**config.mk**
```make
export PLATFORM = sky130hd
export DESIGN_NAME = spio_ports
export DESIGN_NICKNAME = d
export VERILOG_FILES = /design/src/core/spio_pkg.sv /design/src/core/spio_ports.sv
export SDC_FILE = /design/constraint.sdc
export NUM_CORES = 1
export LEC_CHECK = 0
export ABC_AREA = 1
export BUFFER_PORTS_ARGS = -buffer_cell sky130_fd_sc_hd__clkbuf_2
export CAP_MARGIN = 10
export CELL_PAD_IN_SITES_DETAIL_PLACEMENT = 0
export CELL_PAD_IN_SITES_GLOBAL_PLACEMENT = 1
export CORE_ASPECT_RATIO = 1.75
export CORE_MARGIN = 5
export CORE_UTILIZATION = 39
export CTS_CLUSTER_SIZE = 16
export DETAILED_ROUTE_END_ITERATION = 10
export PLACE_DENSITY = 0.88
export SLEW_MARGIN = 30
export SYNTH_ARGS = -nofsm -noshare
export SYNTH_HDL_FRONTEND = slang
export SYNTH_SLANG_ARGS = --single-unit
```
**constraint.sdc**
```tcl
create_clock -name sys_clk_in -period 1.9 [get_ports sys_clk_in]
set_clock_uncertainty 0.1 [all_clocks]
set_input_delay 0.095 -clock sys_clk_in [delete_from_list [all_inputs] [get_ports sys_clk_in]]
set_output_delay 0.095 -clock sys_clk_in [all_outputs]
set_load 0.05 [all_outputs]
```
**src/core/spio_pkg.sv**
```systemverilog
// Package for the shared-pin I/O port block: register map and carriers.
// Assumes an APB master with 32-bit data and byte addresses.
`default_nettype none
package spio_pkg;
    // ------------------------------------------------------------------
    // Register offsets
    // ------------------------------------------------------------------
    localparam logic [7:0] OFS_PA_DATA = 8'h00;
    localparam logic [7:0] OFS_PA_DIR = 8'h04;
    localparam logic [7:0] OFS_PA_PULL = 8'h08;
    localparam logic [7:0] OFS_PA_WAKE = 8'h0c;
    localparam logic [7:0] OFS_PB_DATA = 8'h10;
    localparam logic [7:0] OFS_PB_DIR = 8'h14;
    localparam logic [7:0] OFS_PB_PULL = 8'h18;
    localparam logic [7:0] OFS_PC_DATA = 8'h1c;
    localparam logic [7:0] OFS_PC_DIR = 8'h20;
    localparam logic [7:0] OFS_PC_PULL = 8'h24;
    localparam logic [7:0] OFS_PC_SEG = 8'h28;
    localparam logic [7:0] OFS_CTRL = 8'h2c;
    localparam logic [7:0] OFS_IRQ_STAT = 8'h30;
    localparam logic [7:0] OFS_IRQ_MASK = 8'h34;
    // ------------------------------------------------------------------
    // Field positions and reset values
    // ------------------------------------------------------------------
    localparam int CTRL_BUZ_EN = 0;
    localparam int IRQ_WAKE = 0;
    localparam int IRQ_EXT = 1;
    localparam int PA_CLEAR_BIT = 7;
    localparam logic [7:0] RST_DIR = 8'hff;   // 1 = input
    localparam logic [7:0] RST_PULL = 8'hff;
    localparam logic [7:0] RST_ZERO = 8'h00;
    localparam logic [7:0] PA_PULL_MASK = 8'h7f;
    localparam logic [5:0] PB_MASK = 6'h3f;

    // Static configuration options sampled by the block
    typedef struct packed {
        logic clear_on_pa7;    // PA7 is hardware clear input
        logic main_osc_pins;   // PA6/PA5 used by main oscillator
        logic slow_osc_pins;   // PA4/PA3 used by slow oscillator
    } spio_opt_t;

    // Signals routed to other on-chip functions
    typedef struct packed {
        logic [3:0] touch_key_inputs;
        logic ext_irq_in;
        logic timer0_event_in;
        logic timer1_event_in;
        logic timer2_event_in;
        logic hw_clear_input;
    } spio_alt_t;

    typedef enum logic [1:0] {
        SP_IDLE,
        SP_ACCESS
    } spio_apb_st_t;
endpackage : spio_pkg
`default_nettype wire

```
**src/core/spio_ports.sv**
```systemverilog
// Three shared-pin I/O ports with alternate functions and APB registers.
// Assumes pins are synchronous to sys_clk_in; pads resolve oe/out/pull.
//
// Operation
// RQ1: Per-bit wake enable on port A
// RQ2: Each pin push-pull output or input; PA7 drives low only (open drain)
// RQ3: Port A pull-ups, none on bit 7
// RQ4: PA7 open drain or input, never pull-up
// RQ5: Option selects PA7 as clear input
// RQ6: Control bit makes PA1/PA2 buzzer pair
// RQ7: Option gives PA6/PA5 to main oscillator
// RQ8: Option gives PA4/PA3 to slow oscillator
// RQ9: Port C bits selectable as LCD drives
// RQ10: Port C resets to input with pull-up
// RQ11: Port B shares touch, interrupt, timer0
// RQ12: PC0/PC1 feed timer1 and timer2 events
// RQ13: Data read gives pin or latch value
//
// Our own choices: the APB interface to the registers and the register offsets.
`default_nettype none
module spio_ports
    import spio_pkg::*;
(
    input wire logic sys_clk_in,
    input wire logic srst_in,
    input wire logic psel_in,
    input wire logic penable_in,
    input wire logic pwrite_in,
    input wire logic [7:0] paddr_in,
    input wire logic [31:0] pwdata_in,
    output logic [31:0] prdata_out,
    output logic pready_out,
    output logic pslverr_out,
    input wire spio_opt_t options_in,
    input wire logic buzzer_tone_in,
    input wire logic [7:0] lcd_drive_lines_in,
    input wire logic [7:0] port_a_bits_in,
    output logic [7:0] port_a_bits_out,
    output logic [7:0] port_a_bits_oe_out,
    output logic [7:0] port_a_pull_out,
    input wire logic [5:0] port_b_bits_in,
    output logic [5:0] port_b_bits_out,
    output logic [5:0] port_b_bits_oe_out,
    output logic [5:0] port_b_pull_out,
    input wire logic [7:0] port_c_bits_in,
    output logic [7:0] port_c_bits_out,
    output logic [7:0] port_c_bits_oe_out,
    output logic [7:0] port_c_pull_out,
    output logic [7:0] lcd_seg_en_out,
    output spio_alt_t alt_out,
    output logic wake_out,
    output logic irq_out
);
    // ------------------------------------------------------------------
    // Registers
    // ------------------------------------------------------------------
    logic [7:0] pa_latch, pa_dir, pa_pull, pa_wake;
    logic [5:0] pb_latch, pb_dir, pb_pull;
    logic [7:0] pc_latch, pc_dir, pc_pull, pc_seg;
    logic buz_en;
    logic [1:0] irq_stat, irq_mask;
    logic [7:0] pa_s1, pa_s2, pc_s1, pc_s2;
    logic [5:0] pb_s1, pb_s2;
    logic [7:0] pa_prev;
    logic pb4_prev;
    logic [31:0] next_rdata;
    logic wr_acc, rd_acc, hit;
    logic [7:0] pa_io, pa_read, pc_read;
    logic [5:0] pb_read;
    logic wake_ev, ext_ev;

    function automatic logic [7:0] read_mix(input logic [7:0] dir,
        input logic [7:0] latch, input logic [7:0] pin);
        read_mix = (dir & pin) | (~dir & latch);
    endfunction : read_mix

    assign wr_acc = psel_in & penable_in & pwrite_in;
    assign rd_acc = psel_in & ~pwrite_in;
    assign pready_out = 1'b1;

    // ------------------------------------------------------------------
    // Pin synchronisers
    // ------------------------------------------------------------------
    always_ff @(posedge sys_clk_in) begin
        if (srst_in) begin
            // Idle high, so no false clear pulse after reset
            pa_s1 <= RST_PULL;
            pa_s2 <= RST_PULL;
            pb_s1 <= 6'h00;
            pb_s2 <= 6'h00;
            pc_s1 <= RST_ZERO;
            pc_s2 <= RST_ZERO;
        end else begin
            pa_s1 <= port_a_bits_in;
            pa_s2 <= pa_s1;
            pb_s1 <= port_b_bits_in;
            pb_s2 <= pb_s1;
            pc_s1 <= port_c_bits_in;
            pc_s2 <= pc_s1;
        end
    end

    // ------------------------------------------------------------------
    // Control registers
    // ------------------------------------------------------------------
    always_ff @(posedge sys_clk_in) begin
        if (srst_in) begin
            pa_latch <= RST_ZERO;
            pa_dir <= RST_DIR;
            pa_pull <= RST_ZERO;
            pa_wake <= RST_ZERO;
            pb_latch <= 6'h00;
            pb_dir <= PB_MASK;
            pb_pull <= 6'h00;
            pc_latch <= RST_ZERO;
            pc_dir <= RST_DIR;          // [RQ10]
            pc_pull <= RST_PULL;        // [RQ10]
            pc_seg <= RST_ZERO;         // [RQ10]
            buz_en <= 1'b0;
            irq_mask <= 2'b00;
        end else if (wr_acc) begin
            unique case (paddr_in)
                OFS_PA_DATA: pa_latch <= pwdata_in[7:0];
                OFS_PA_DIR: pa_dir <= pwdata_in[7:0];           // [RQ2]
                OFS_PA_PULL: pa_pull <= pwdata_in[7:0] & PA_PULL_MASK; // [RQ3]
                OFS_PA_WAKE: pa_wake <= pwdata_in[7:0];         // [RQ1]
                OFS_PB_DATA: pb_latch <= pwdata_in[5:0];
                OFS_PB_DIR: pb_dir <= pwdata_in[5:0];           // [RQ2]
                OFS_PB_PULL: pb_pull <= pwdata_in[5:0];
                OFS_PC_DATA: pc_latch <= pwdata_in[7:0];
                OFS_PC_DIR: pc_dir <= pwdata_in[7:0];           // [RQ2]
                OFS_PC_PULL: pc_pull <= pwdata_in[7:0];
                OFS_PC_SEG: pc_seg <= pwdata_in[7:0];           // [RQ9]
                OFS_CTRL: buz_en <= pwdata_in[CTRL_BUZ_EN];     // [RQ6]
                OFS_IRQ_MASK: irq_mask <= pwdata_in[1:0];
                default: ;
            endcase
        end
    end

    // ------------------------------------------------------------------
    // Wake and external interrupt events
    // ------------------------------------------------------------------
    always_ff @(posedge sys_clk_in) begin
        if (srst_in) begin
            pa_prev <= RST_PULL;
            pb4_prev <= 1'b0;
        end else begin
            pa_prev <= pa_s2;
            pb4_prev <= pb_s2[4];
        end
    end

    // Change on an enabled input pin of port A
    assign wake_ev = |((pa_s2 ^ pa_prev) & pa_wake & pa_dir & pa_io); // [RQ1]
    assign ext_ev = pb4_prev & ~pb_s2[4] & pb_dir[4];

    always_ff @(posedge sys_clk_in) begin
        if (srst_in) begin
            irq_stat <= 2'b00;
        end else begin
            // Set wins over a write-one clear
            irq_stat[IRQ_WAKE] <= wake_ev | (irq_stat[IRQ_WAKE] &
                ~(wr_acc && paddr_in == OFS_IRQ_STAT && pwdata_in[IRQ_WAKE]));
            irq_stat[IRQ_EXT] <= ext_ev | (irq_stat[IRQ_EXT] &
                ~(wr_acc && paddr_in == OFS_IRQ_STAT && pwdata_in[IRQ_EXT]));
        end
    end

    always_ff @(posedge sys_clk_in) begin
        if (srst_in) begin
            irq_out <= 1'b0;
            wake_out <= 1'b0;
        end else begin
            irq_out <= |(irq_stat & irq_mask);
            wake_out <= wake_ev;                                // [RQ1]
        end
    end

    // ------------------------------------------------------------------
    // Pin ownership and drivers
    // ------------------------------------------------------------------
    always_comb begin
        pa_io = 8'hff;
        if (options_in.main_osc_pins) begin
            pa_io[6] = 1'b0;                                    // [RQ7]
            pa_io[5] = 1'b0;                                    // [RQ7]
        end
        if (options_in.slow_osc_pins) begin
            pa_io[4] = 1'b0;                                    // [RQ8]
            pa_io[3] = 1'b0;                                    // [RQ8]
        end
        if (options_in.clear_on_pa7) begin
            pa_io[PA_CLEAR_BIT] = 1'b0;                         // [RQ5]
        end
    end

    always_comb begin
        port_a_bits_out = pa_latch;
        port_a_bits_oe_out = ~pa_dir & pa_io;                   // [RQ2]
        if (buz_en) begin
            port_a_bits_out[1] = buzzer_tone_in;                // [RQ6]
            port_a_bits_out[2] = ~buzzer_tone_in;               // [RQ6]
            port_a_bits_oe_out[1] = pa_io[1];
            port_a_bits_oe_out[2] = pa_io[2];
        end
        // Open drain: drive only low
        port_a_bits_out[7] = 1'b0;                              // [RQ4]
        port_a_bits_oe_out[7] = pa_io[7] & ~pa_dir[7] & ~pa_latch[7]; // [RQ4]
        port_a_pull_out = pa_pull & pa_dir & pa_io & PA_PULL_MASK; // [RQ3]
    end

    assign port_b_bits_out = pb_latch;
    assign port_b_bits_oe_out = ~pb_dir;                        // [RQ2]
    assign port_b_pull_out = pb_pull & pb_dir;
    assign port_c_bits_out = (pc_latch & ~pc_seg)
        | (lcd_drive_lines_in & pc_seg);
    assign port_c_bits_oe_out = (~pc_dir & ~pc_seg) | pc_seg;   // [RQ9]
    assign port_c_pull_out = pc_pull & pc_dir & ~pc_seg;        // [RQ9]
    assign lcd_seg_en_out = pc_seg;

    // ------------------------------------------------------------------
    // Alternate function routing
    // ------------------------------------------------------------------
    always_comb begin
        alt_out.touch_key_inputs = pb_s2[3:0];                  // [RQ11]
        alt_out.ext_irq_in = pb_s2[4];                          // [RQ11]
        alt_out.timer0_event_in = pb_s2[5];                     // [RQ11]
        alt_out.timer1_event_in = pc_s2[0] & ~pc_seg[0];        // [RQ12]
        alt_out.timer2_event_in = pc_s2[1] & ~pc_seg[1];        // [RQ12]
        alt_out.hw_clear_input = options_in.clear_on_pa7 & ~pa_s2[7]; // [RQ5]
    end

    // ------------------------------------------------------------------
    // APB read
    // ------------------------------------------------------------------
    assign pa_read = read_mix(pa_dir, pa_latch, pa_s2);         // [RQ13]
    assign pb_read = 6'(read_mix({2'b00, pb_dir}, {2'b00, pb_latch},
        {2'b00, pb_s2}));                                       // [RQ13]
    assign pc_read = read_mix(pc_dir | pc_seg, pc_latch, pc_s2 & ~pc_seg);

    always_comb begin
        next_rdata = 32'h0000_0000;
        hit = 1'b1;
        unique case (paddr_in)
            OFS_PA_DATA: next_rdata[7:0] = pa_read;
            OFS_PA_DIR: next_rdata[7:0] = pa_dir;
            OFS_PA_PULL: next_rdata[7:0] = pa_pull;
            OFS_PA_WAKE: next_rdata[7:0] = pa_wake;
            OFS_PB_DATA: next_rdata[5:0] = pb_read;
            OFS_PB_DIR: next_rdata[5:0] = pb_dir;
            OFS_PB_PULL: next_rdata[5:0] = pb_pull;
            OFS_PC_DATA: next_rdata[7:0] = pc_read;
            OFS_PC_DIR: next_rdata[7:0] = pc_dir;
            OFS_PC_PULL: next_rdata[7:0] = pc_pull;
            OFS_PC_SEG: next_rdata[7:0] = pc_seg;
            OFS_CTRL: next_rdata[CTRL_BUZ_EN] = buz_en;
            OFS_IRQ_STAT: next_rdata[1:0] = irq_stat;
            OFS_IRQ_MASK: next_rdata[1:0] = irq_mask;
            default: hit = 1'b0;
        endcase
    end

    always_ff @(posedge sys_clk_in) begin
        if (srst_in) begin
            prdata_out <= 32'h0000_0000;
        end else if (rd_acc && !penable_in) begin
            prdata_out <= next_rdata;
        end
    end

    assign pslverr_out = psel_in & penable_in & ~hit;
endmodule : spio_ports
`default_nettype wire

```
Word level (Yosys, flattened, before mapping) --
Index checks and enable logic that the tools add are counted. Widths: inputs -> output; s select.
Word-level totals: bits of input ports 79, word-level logic and storage cells 129, bits in registers 149
Operators by class: reduce and logical (&&, ||, !) cells 22, multiplexer cells 10, bitwise logic cells 59, eq/ne operators 13
Operators with widths (count):
- $and 8x8->8 | 13
- $eq 8x6->1 const B | 6
- $pmux 4 s11 | 1
- $or 8x8->8 | 5
- $eq 8x5->1 const B | 4
- $not 8->8 | 4
- $reduce_and 2->1 | 13
- $and 7x7->7 | 3
- $and 6x6->6 | 3
- $eq 8x4->1 const B | 2
- $pmux 2 s8 | 1
- $pmux 1 s14 | 1
- $reduce_or 14->1 | 1
- $and 1x1->1 | 13
- $pmux 1 s13 | 1
- $not 6->6 | 2
- $not 1->1 | 11
- $eq 8x3->1 const B | 1
- $logic_not 8->1 | 1
- $mux 2 | 4
- $reduce_or 8->1 | 1
- $xor 8x8->8 | 1
- $or 6x6->6 | 1
- $logic_and 1x1->1 | 4
- 5 further kinds | 7

Depth between registers and ports, before layout --
Gate-level depths: netlist of the first run.
depth in word-level cells 7, mapped depth 11, gate-level depth less buffers 11

Worst setup path after synthesis of the first run --
No wires, ideal clock.
path type reg-to-output, start point reg pc_seg[2] (netlist: lcd_seg_en_out[2]), end point out port_c_bits_out[2], arrival 1.689 ns, slack 0.016 ns, required time 1.705 ns, buffers on the path 0, stages on the path, launching flop included 2, cells stage by stage dfxtp_1 > o21ai_0
On the way: longest elaborated chain between the ends 3, elaborated cells between the ends (all ways) 4, those cells by class bitwise: 4
RTL lines:
- start: declaration | line spio_ports.sv:59 | logic [7:0] pc_latch, pc_dir, pc_pull, pc_seg;
- start signal: assignment | line spio_ports.sv:133 | OFS_PC_SEG: pc_seg <= pwdata_in[7:0];
- $not 8->8 | line spio_ports.sv:216 | assign port_c_bits_out = (pc_latch & ~pc_seg)
- $and 8x8->8 | line spio_ports.sv:216
- $or 8x8->8 (*) | line spio_ports.sv:217 | | (lcd_drive_lines_in & pc_seg);
- end: declaration | line spio_ports.sv:46 | output logic [7:0] port_c_bits_out,
Mark *: on every way between the ends. The rest lies on a longest branch, timed or not.

Worst setup path after layout of the first run --
start point reg buz_en, end point out port_a_bits_out[2]
On the way: longest elaborated chain between the ends 1
RTL lines:
- start: declaration | line spio_ports.sv:60 | logic buz_en;
- start signal: assignment | line spio_ports.sv:134 | OFS_CTRL: buz_en <= pwdata_in[CTRL_BUZ_EN];
- $mux 2 | line spio_ports.sv:201 | if (buz_en) begin
- end: declaration | line spio_ports.sv:38 | output logic [7:0] port_a_bits_out,
No other way between the ends.

==> impl_results.md, run 1 <==
- Status: completed
- # IOs: 198
- Setup Fix Bufs, Post-CTS: 0
- Final hold viol count: 0
- Met2 Routed Length: 12.0 mm
- Largest net degree at the start of global routing: 76
- Cell area after layout: 8740 µm²
- Top routing layer in use: met4
- Fmax: 555 MHz
- Clk root buf: clkbuf_16
- DP Worst Slack: 0.229 ns
- FF+latch area: 2980 µm²
- Setup TNS: 0 ns
- RSZ-0062 raised after global routing: no
- Endpoint class of the critical path: output pin
- CTS Buf Count: 17
- Met3 wire length: 987 µm
- Port bufs: 146
- Met1 wire length: 8.23 mm
- Total track usage: 0.214
- First-pass GRT wire length: 33.0 mm
- Worst EP arrival: 1.61 ns
- Drt first-iter violations: 331
- Multi-input logic area: 3180 µm²
- Grt ovf: 0
- LEAKAGE: 4.41 nW
- Crit path max fanout: 5
- Placer Congestion: 0.923
- Die X: 110 µm
- Tcrit/Tclk final: 0.949
- Via density: 4.80
- # nets final: 1259
- Hold buffers post-CTS: 33
- Final Max Tran Viols: 0
- CTS tree: done
- Mapped Cells: 1002
- Starting density of the core: 0.394
- # diodes: 0
- Ys Warns: 0
- Crit path kind: register to output pin
- Residual DRC: 0
- Dpl cell area: 7790 µm²
- Min Tclk post-route: 1.80 ns
- Final Power: 0.00743 W
- Worst Path Required: 1.70 ns
- Sequential share of the synthesized area: 0.434
- DR WL/cell: 15.4 µm
- Hold Crit Class: input pin to register
- Fillers: 1831
- Flops & latches, synth: 149
- Initial antenna violation count: 0
- Die H: 186 µm
- Site Rows: 64
- Antenna Nets Post-Route: 0
- Mapped cell area: 6880 µm²
- Cts repair resizes: 0
- CTS max path bufs: 2
- Synth unique cells: 28
- Power per cell area: 850 nW/µm²
- Syn avg cell area: 6.87 µm²
- Routed wire length: 22.0 mm
- # Max-Cap Violations: 0
- DR vias: 6831
- Post-detail-place hpwl: 16.5 mm
- Worst Slack Setup Final: 0.0973 ns
- H-tree levels: 4
- Fraction of layout cells with a size suffix above 1: 0.210
- Sink Count: 149
- Worst-Skew Late Latency: 0.43 ns
- Core Region: 17500 µm²
- Die area: 20500 µm²
- Layout area overhead: 27.1%
- DRT Pass-1 Iters: 7
- Clock slew at reported path FFs: 0.07 ns
- Final setup violation count: 0
- Startpoint Class: register
- Maximum vdd drop: 0.000456 V
- Number of global-route vias before repair: 6386
==> cells in the mapped netlist, drive strengths merged <==
library cell / instances / area share
inv: 110 / 0.060
o211ai: 10 / 0.011
o21ai: 71 / 0.052
nand2: 250 / 0.14
o21bai: 3 / 0.0033
clkbuf: 23 / 0.013
nor3: 6 / 0.0044
a21oi: 52 / 0.038
dfxtp: 149 / 0.43
nand3: 103 / 0.078
nand4: 1 / 0.00091
or2: 19 / 0.017
o21a: 1 / 0.0011
clkinv: 1 / 0.00055
conb: 2 / 0.0011
xnor2: 3 / 0.0038
xor2: 2 / 0.0025
nor2: 151 / 0.096
buf: 44 / 0.045
a211oi: 1 / 0.0011
==> final timing paths <==
| path | from | endpoint | slack [ns] | cells after the start |
|---|---|---|---|---|
| min | pwdata_in[1] | pa_dir[1] | 0.02 | 3 |
| max | buz_en | port_a_bits_out[2] | 0.1 | 4 |
| max reg2reg | lcd_seg_en_out[0] | prdata_out[0] | 0.31 | 9 |
| min reg2reg | pa_s1[4] | pa_s2[4] | 0.30 | 1 |
==> flip-flops by register name, summed over array words and instances (netlist names), 7 cells and up <==
register / count
lcd_seg_en_out: 8
pa_dir: 8
pa_latch: 8
pa_prev: 8
pa_s1: 8
pa_s2: 8
pa_wake: 8
pc_dir: 8
pc_latch: 8
pc_pull: 8
pc_s1: 8
pc_s2: 8
prdata_out: 8
pa_pull: 7
==> cells in the final DEF (no fill, tap or decap), drive strengths merged <==
cell type	count
nand2	250
clkbuf	165
nor2	151
dfxtp	149
inv	115
nand3	103
o21ai	71
a21oi	52
dlygate4sd3	33
conb	27
buf	22
or2	19
o211ai	10
nor3	6
bufinv	4
o21bai	3
xnor2	3
clkinvlp	3
xor2	2
clkinv	2
a211oi	1
nand4	1
o21a	1
==> report_power, final <==
part	switching, W	internal (W)	total (W)
logic	0.000407	0.000172	0.000578
clock network	0.00143	0.00222	0.00365
registers	0.0000229	0.00318	0.00320
total	0.00186	0.00557	0.00743
==> final cells by class <==
class                   count  share of cell area
flip-flops and latches    149               0.341
inverters                 111              0.0476
well taps                 231              0.0331
multi-input cells         700               0.363
clock inverters            13              0.0223
repair buffers            201               0.143
clock buffers              19              0.0495
==> kinds of logic after synthesis <==
| logic type | count (synthesis) | share of synthesized area |
|---|---|---|
| xor+xnor | 5 | 0.00637 |
| compound gates | 138 | 0.106 |
| other cells | 2 | 0.00109 |
| flops | 149 | 0.434 |
| buf+inv | 178 | 0.118 |
| simple gates | 530 | 0.335 |
==> through the flow <==
stage	utilization	cells	hold slack, ns
floorplan	-	1027	0.0988
global placement	0.446	1359	0.178
detailed placement	0.446	1359	0.180
CTS	0.501	1424	0.00322
global route	0.501	1424	0.00351
finish	0.501	1424	0.0242
==> routing by layer <==
layer	vias up	GRT usage
li1	3464	-
met3	49	0.0285
met2	208	0.411
met1	3110	0.221
met4	0	0.101
met5	-	0
==> critical path: stages, from the launching register on <==
cell	delay, ns
dfxtp_1	0.43
inv_1	0.14
nor2_1	0.14
o21bai_1	0.15
clkbuf_2	0.31
Power figures use the tool's default switching activity.
==> inputs of run 2 (changes only) <==
--- a/config.mk
+++ b/config.mk
@@ -15,8 +15,8 @@
 export CORE_UTILIZATION = 39
 export CTS_CLUSTER_SIZE = 16
 export DETAILED_ROUTE_END_ITERATION = 10
-export PLACE_DENSITY = 0.88
-export SLEW_MARGIN = 30
+export PLACE_DENSITY = 0.95
+export SLEW_MARGIN = 0
 export SYNTH_ARGS = -nofsm -noshare
 export SYNTH_HDL_FRONTEND = slang
 export SYNTH_SLANG_ARGS = --single-unit
==> run 2 against run 1 <==
  * Sequential share of layout area is 0.56 points higher
  * Critical endpoint unchanged
  * Total power is 5.9% lower
  * Flip-flop and latch count stayed put
  * Cell area is 1.6% lower
  * Combinational power is 3% lower
==> impl_results.md, run 2 (synthesis gave the netlist of run 1 again) <==
- Placer Congestion: 0.927 (+0.43%)
- Placed cell count: 1358 (-0.074%)
- Startpoint Class: register
- # diodes: 0 (unchanged)
- Total track usage: 0.209 (-0.00436)
- Post-detail-place hpwl: 16.2 mm (-1.7%)
- Clock share of power: 0.462 (-0.030)
- Setup crit start: buz_en
- Worst EP arrival: 1.64 ns (+0.03 ns)
- Reg2reg start: lcd_seg_en_out[0]
- Residual DRC: 0 (unchanged)
- Endpoint class of the critical path: output pin
- Cts repair resizes: 0 (unchanged)
- Worst path max stage delay: 0.46 ns (+0.03 ns)
- P_sw: 0.00182 W (-2.0%)
- Via density: 4.74 (-1.2%)
- Multi-input logic area: 3180 µm² (unchanged)
- Flop pwr share: 0.458 (+0.027)
- Hold_sp: pwdata_in[1]
- Crit path max fanout: 5 (unchanged)
- Top routing layer in use: met4
- Routed wire length: 21.4 mm (-2.6%)
- Final setup violation count: 0 (unchanged)
- Core Region: 17500 µm² (unchanged)
- Fraction of layout cells with a size suffix above 1: 0.213 (+0.00262)
- Net Sw Frac: 0.260 (+0.0103)
- Starting density of the core: 0.394 (unchanged)
- Worst slew pin tran: 0.504 ns
- Setup Fix Bufs, Post-CTS: 0 (unchanged)
- Commonest non-fill, non-tap cells in the layout: nand2_1, dfxtp_1, clkbuf_2
- Crit path kind: register to output pin
- CTS tree: done
- Final hold viol count: 0 (unchanged)
- Initial antenna violation count: 0 (unchanged)
- Power per cell area: 812 nW/µm² (-4.4%)
- Comb power frac: 0.080 (+0.002)
- Final Power: 0.00699 W (-5.9%)
- CTS max path bufs: 2 (unchanged)
- Clock slew at reported path FFs: 0.07 ns (about the same)
- Sink Count: 149 (unchanged)
- Fin cells: 1414 (-0.70%)
- Hold buffers post-CTS: 24 (-27%)
- LEAKAGE: 4.34 nW (-1.6%)
- Clk root buf: clkbuf_16
- Die H: 186 µm (unchanged)
- Drt first-iter violations: 293 (-11%)
- Worst-Skew Late Latency: 0.43 ns (about the same)
- Layout area overhead: 25.1%
- Status: completed
- Final Max Tran Viols: 0 (unchanged)
- # Max-Cap Violations: 0 (unchanged)
- # IOs: 198 (unchanged)
- Hold Crit Class: input pin to register
- Dpl cell area: 7790 µm² (about the same)
- FF+latch area: 2980 µm² (unchanged)
- Setup TNS: 0 ns (unchanged)
- Antenna Nets Post-Route: 0 (unchanged)
- Most common cell after layout, fill and taps aside: nand2_1
- Sequence of cells on the critical path: inv_1 -> nor2_1 -> o21bai_1 -> clkbuf_2
- Tcrit/Tclk final: 0.964 (+0.0148)
- DRT Pass-1 Iters: 5 (-2)
- Max_slew headroom: 0.664
- Fillers: 1833 (+0.11%)
- CTS Buf Count: 17 (unchanged)
- Largest net degree at the start of global routing: 75 (-1.3%)
- Slowest CP cell: dfxtp_1
- RSZ-0062 raised after global routing: no
- # nets final: 1249 (-0.79%)
- H-tree levels: 4 (unchanged)
- Die area: 20500 µm² (unchanged)
- Die X: 110 µm (unchanged)
- DR WL/cell: 15.1 µm (-1.9%)
- Port bufs: 146 (unchanged)
- Worst Path Required: 1.70 ns (about the same)
- Min Tclk post-route: 1.83 ns (+0.0281 ns)
- Met3 wire length: 1.25 mm (+26%)
- Grt ovf: 0 (unchanged)
- First-pass GRT wire length: 32.5 mm (-1.7%)
- DR vias: 6705 (-1.8%)
- Internal: 0.00517 W (-7.2%)
- Met1 wire length: 7.99 mm (-2.9%)
- Maximum vdd drop: 0.000515 V (+13%)
- Site Rows: 64 (unchanged)
- Met2 Routed Length: 11.2 mm (-6.4%)
- Cell area after layout: 8600 µm² (-1.6%)
- Fmax: 546 MHz (-1.5%)
- Number of global-route vias before repair: 6300 (-1.3%)
## run 2: power by group through the flow
stage / clock network, W / registers (W) / logic (W)
3_3_place_gp: 0 / 0.00327 / 0.000514
5_1_grt: 0.00340 / 0.00320 / 0.000603
4_1_cts: 0.00327 / 0.00320 / 0.000558
6_report: 0.00323 / 0.00320 / 0.000559
2_1_floorplan: 0 / 0.00329 / 0.000370
3_5_place_dp: 0 / 0.00327 / 0.000519
## run 2: through the flow
stage | hold slack (ns) | setup WS (ns) | util
6_report | 0.00762 | 0.0692 | 0.493
3_5_place_dp | 0.179 | 0.256 | 0.446
2_1_floorplan | 0.0988 | 0.0157 | -
4_1_cts | 0.0100 | 0.0809 | 0.493
3_3_place_gp | 0.178 | 0.274 | 0.446
5_1_grt | 0.00969 | 0.0589 | 0.493
## run 2: final timing paths
path | to | slack (ns) | cells after the start
hold reg to reg | pb_s2[1] | 0.30 | 2
hold / removal | pa_dir[1] | 0.008 | 3
setup / recovery | port_a_bits_out[2] | 0.07 | 4
setup reg to reg | prdata_out[0] | 0.32 | 9
## run 2: area by class of cell
type / instances / area share
timing repair buffer: 191 / 0.136
clock inverter: 11 / 0.0106
sequential: 149 / 0.347
clock buffer: 21 / 0.0558
multi-input combinational: 700 / 0.369
inverter: 111 / 0.0484
tap: 231 / 0.0336
## run 2: routing by layer
layer / GRT usage / vias to the layer above
li1: - / 3439
met1: 0.225 / 2998
met2: 0.382 / 223
met3: 0.0330 / 45
met4: 0.113 / 0
met5: 0 / -
## run 2: worst max-delay path: cells and delay by family, from the launching register on
family / cells / cell delay [ns]
flip-flops: 1 / 0.46
buffers and inverters: 2 / 0.46
AND/OR/NAND/NOR: 1 / 0.14
AO/OA/AOI/OAI: 1 / 0.15
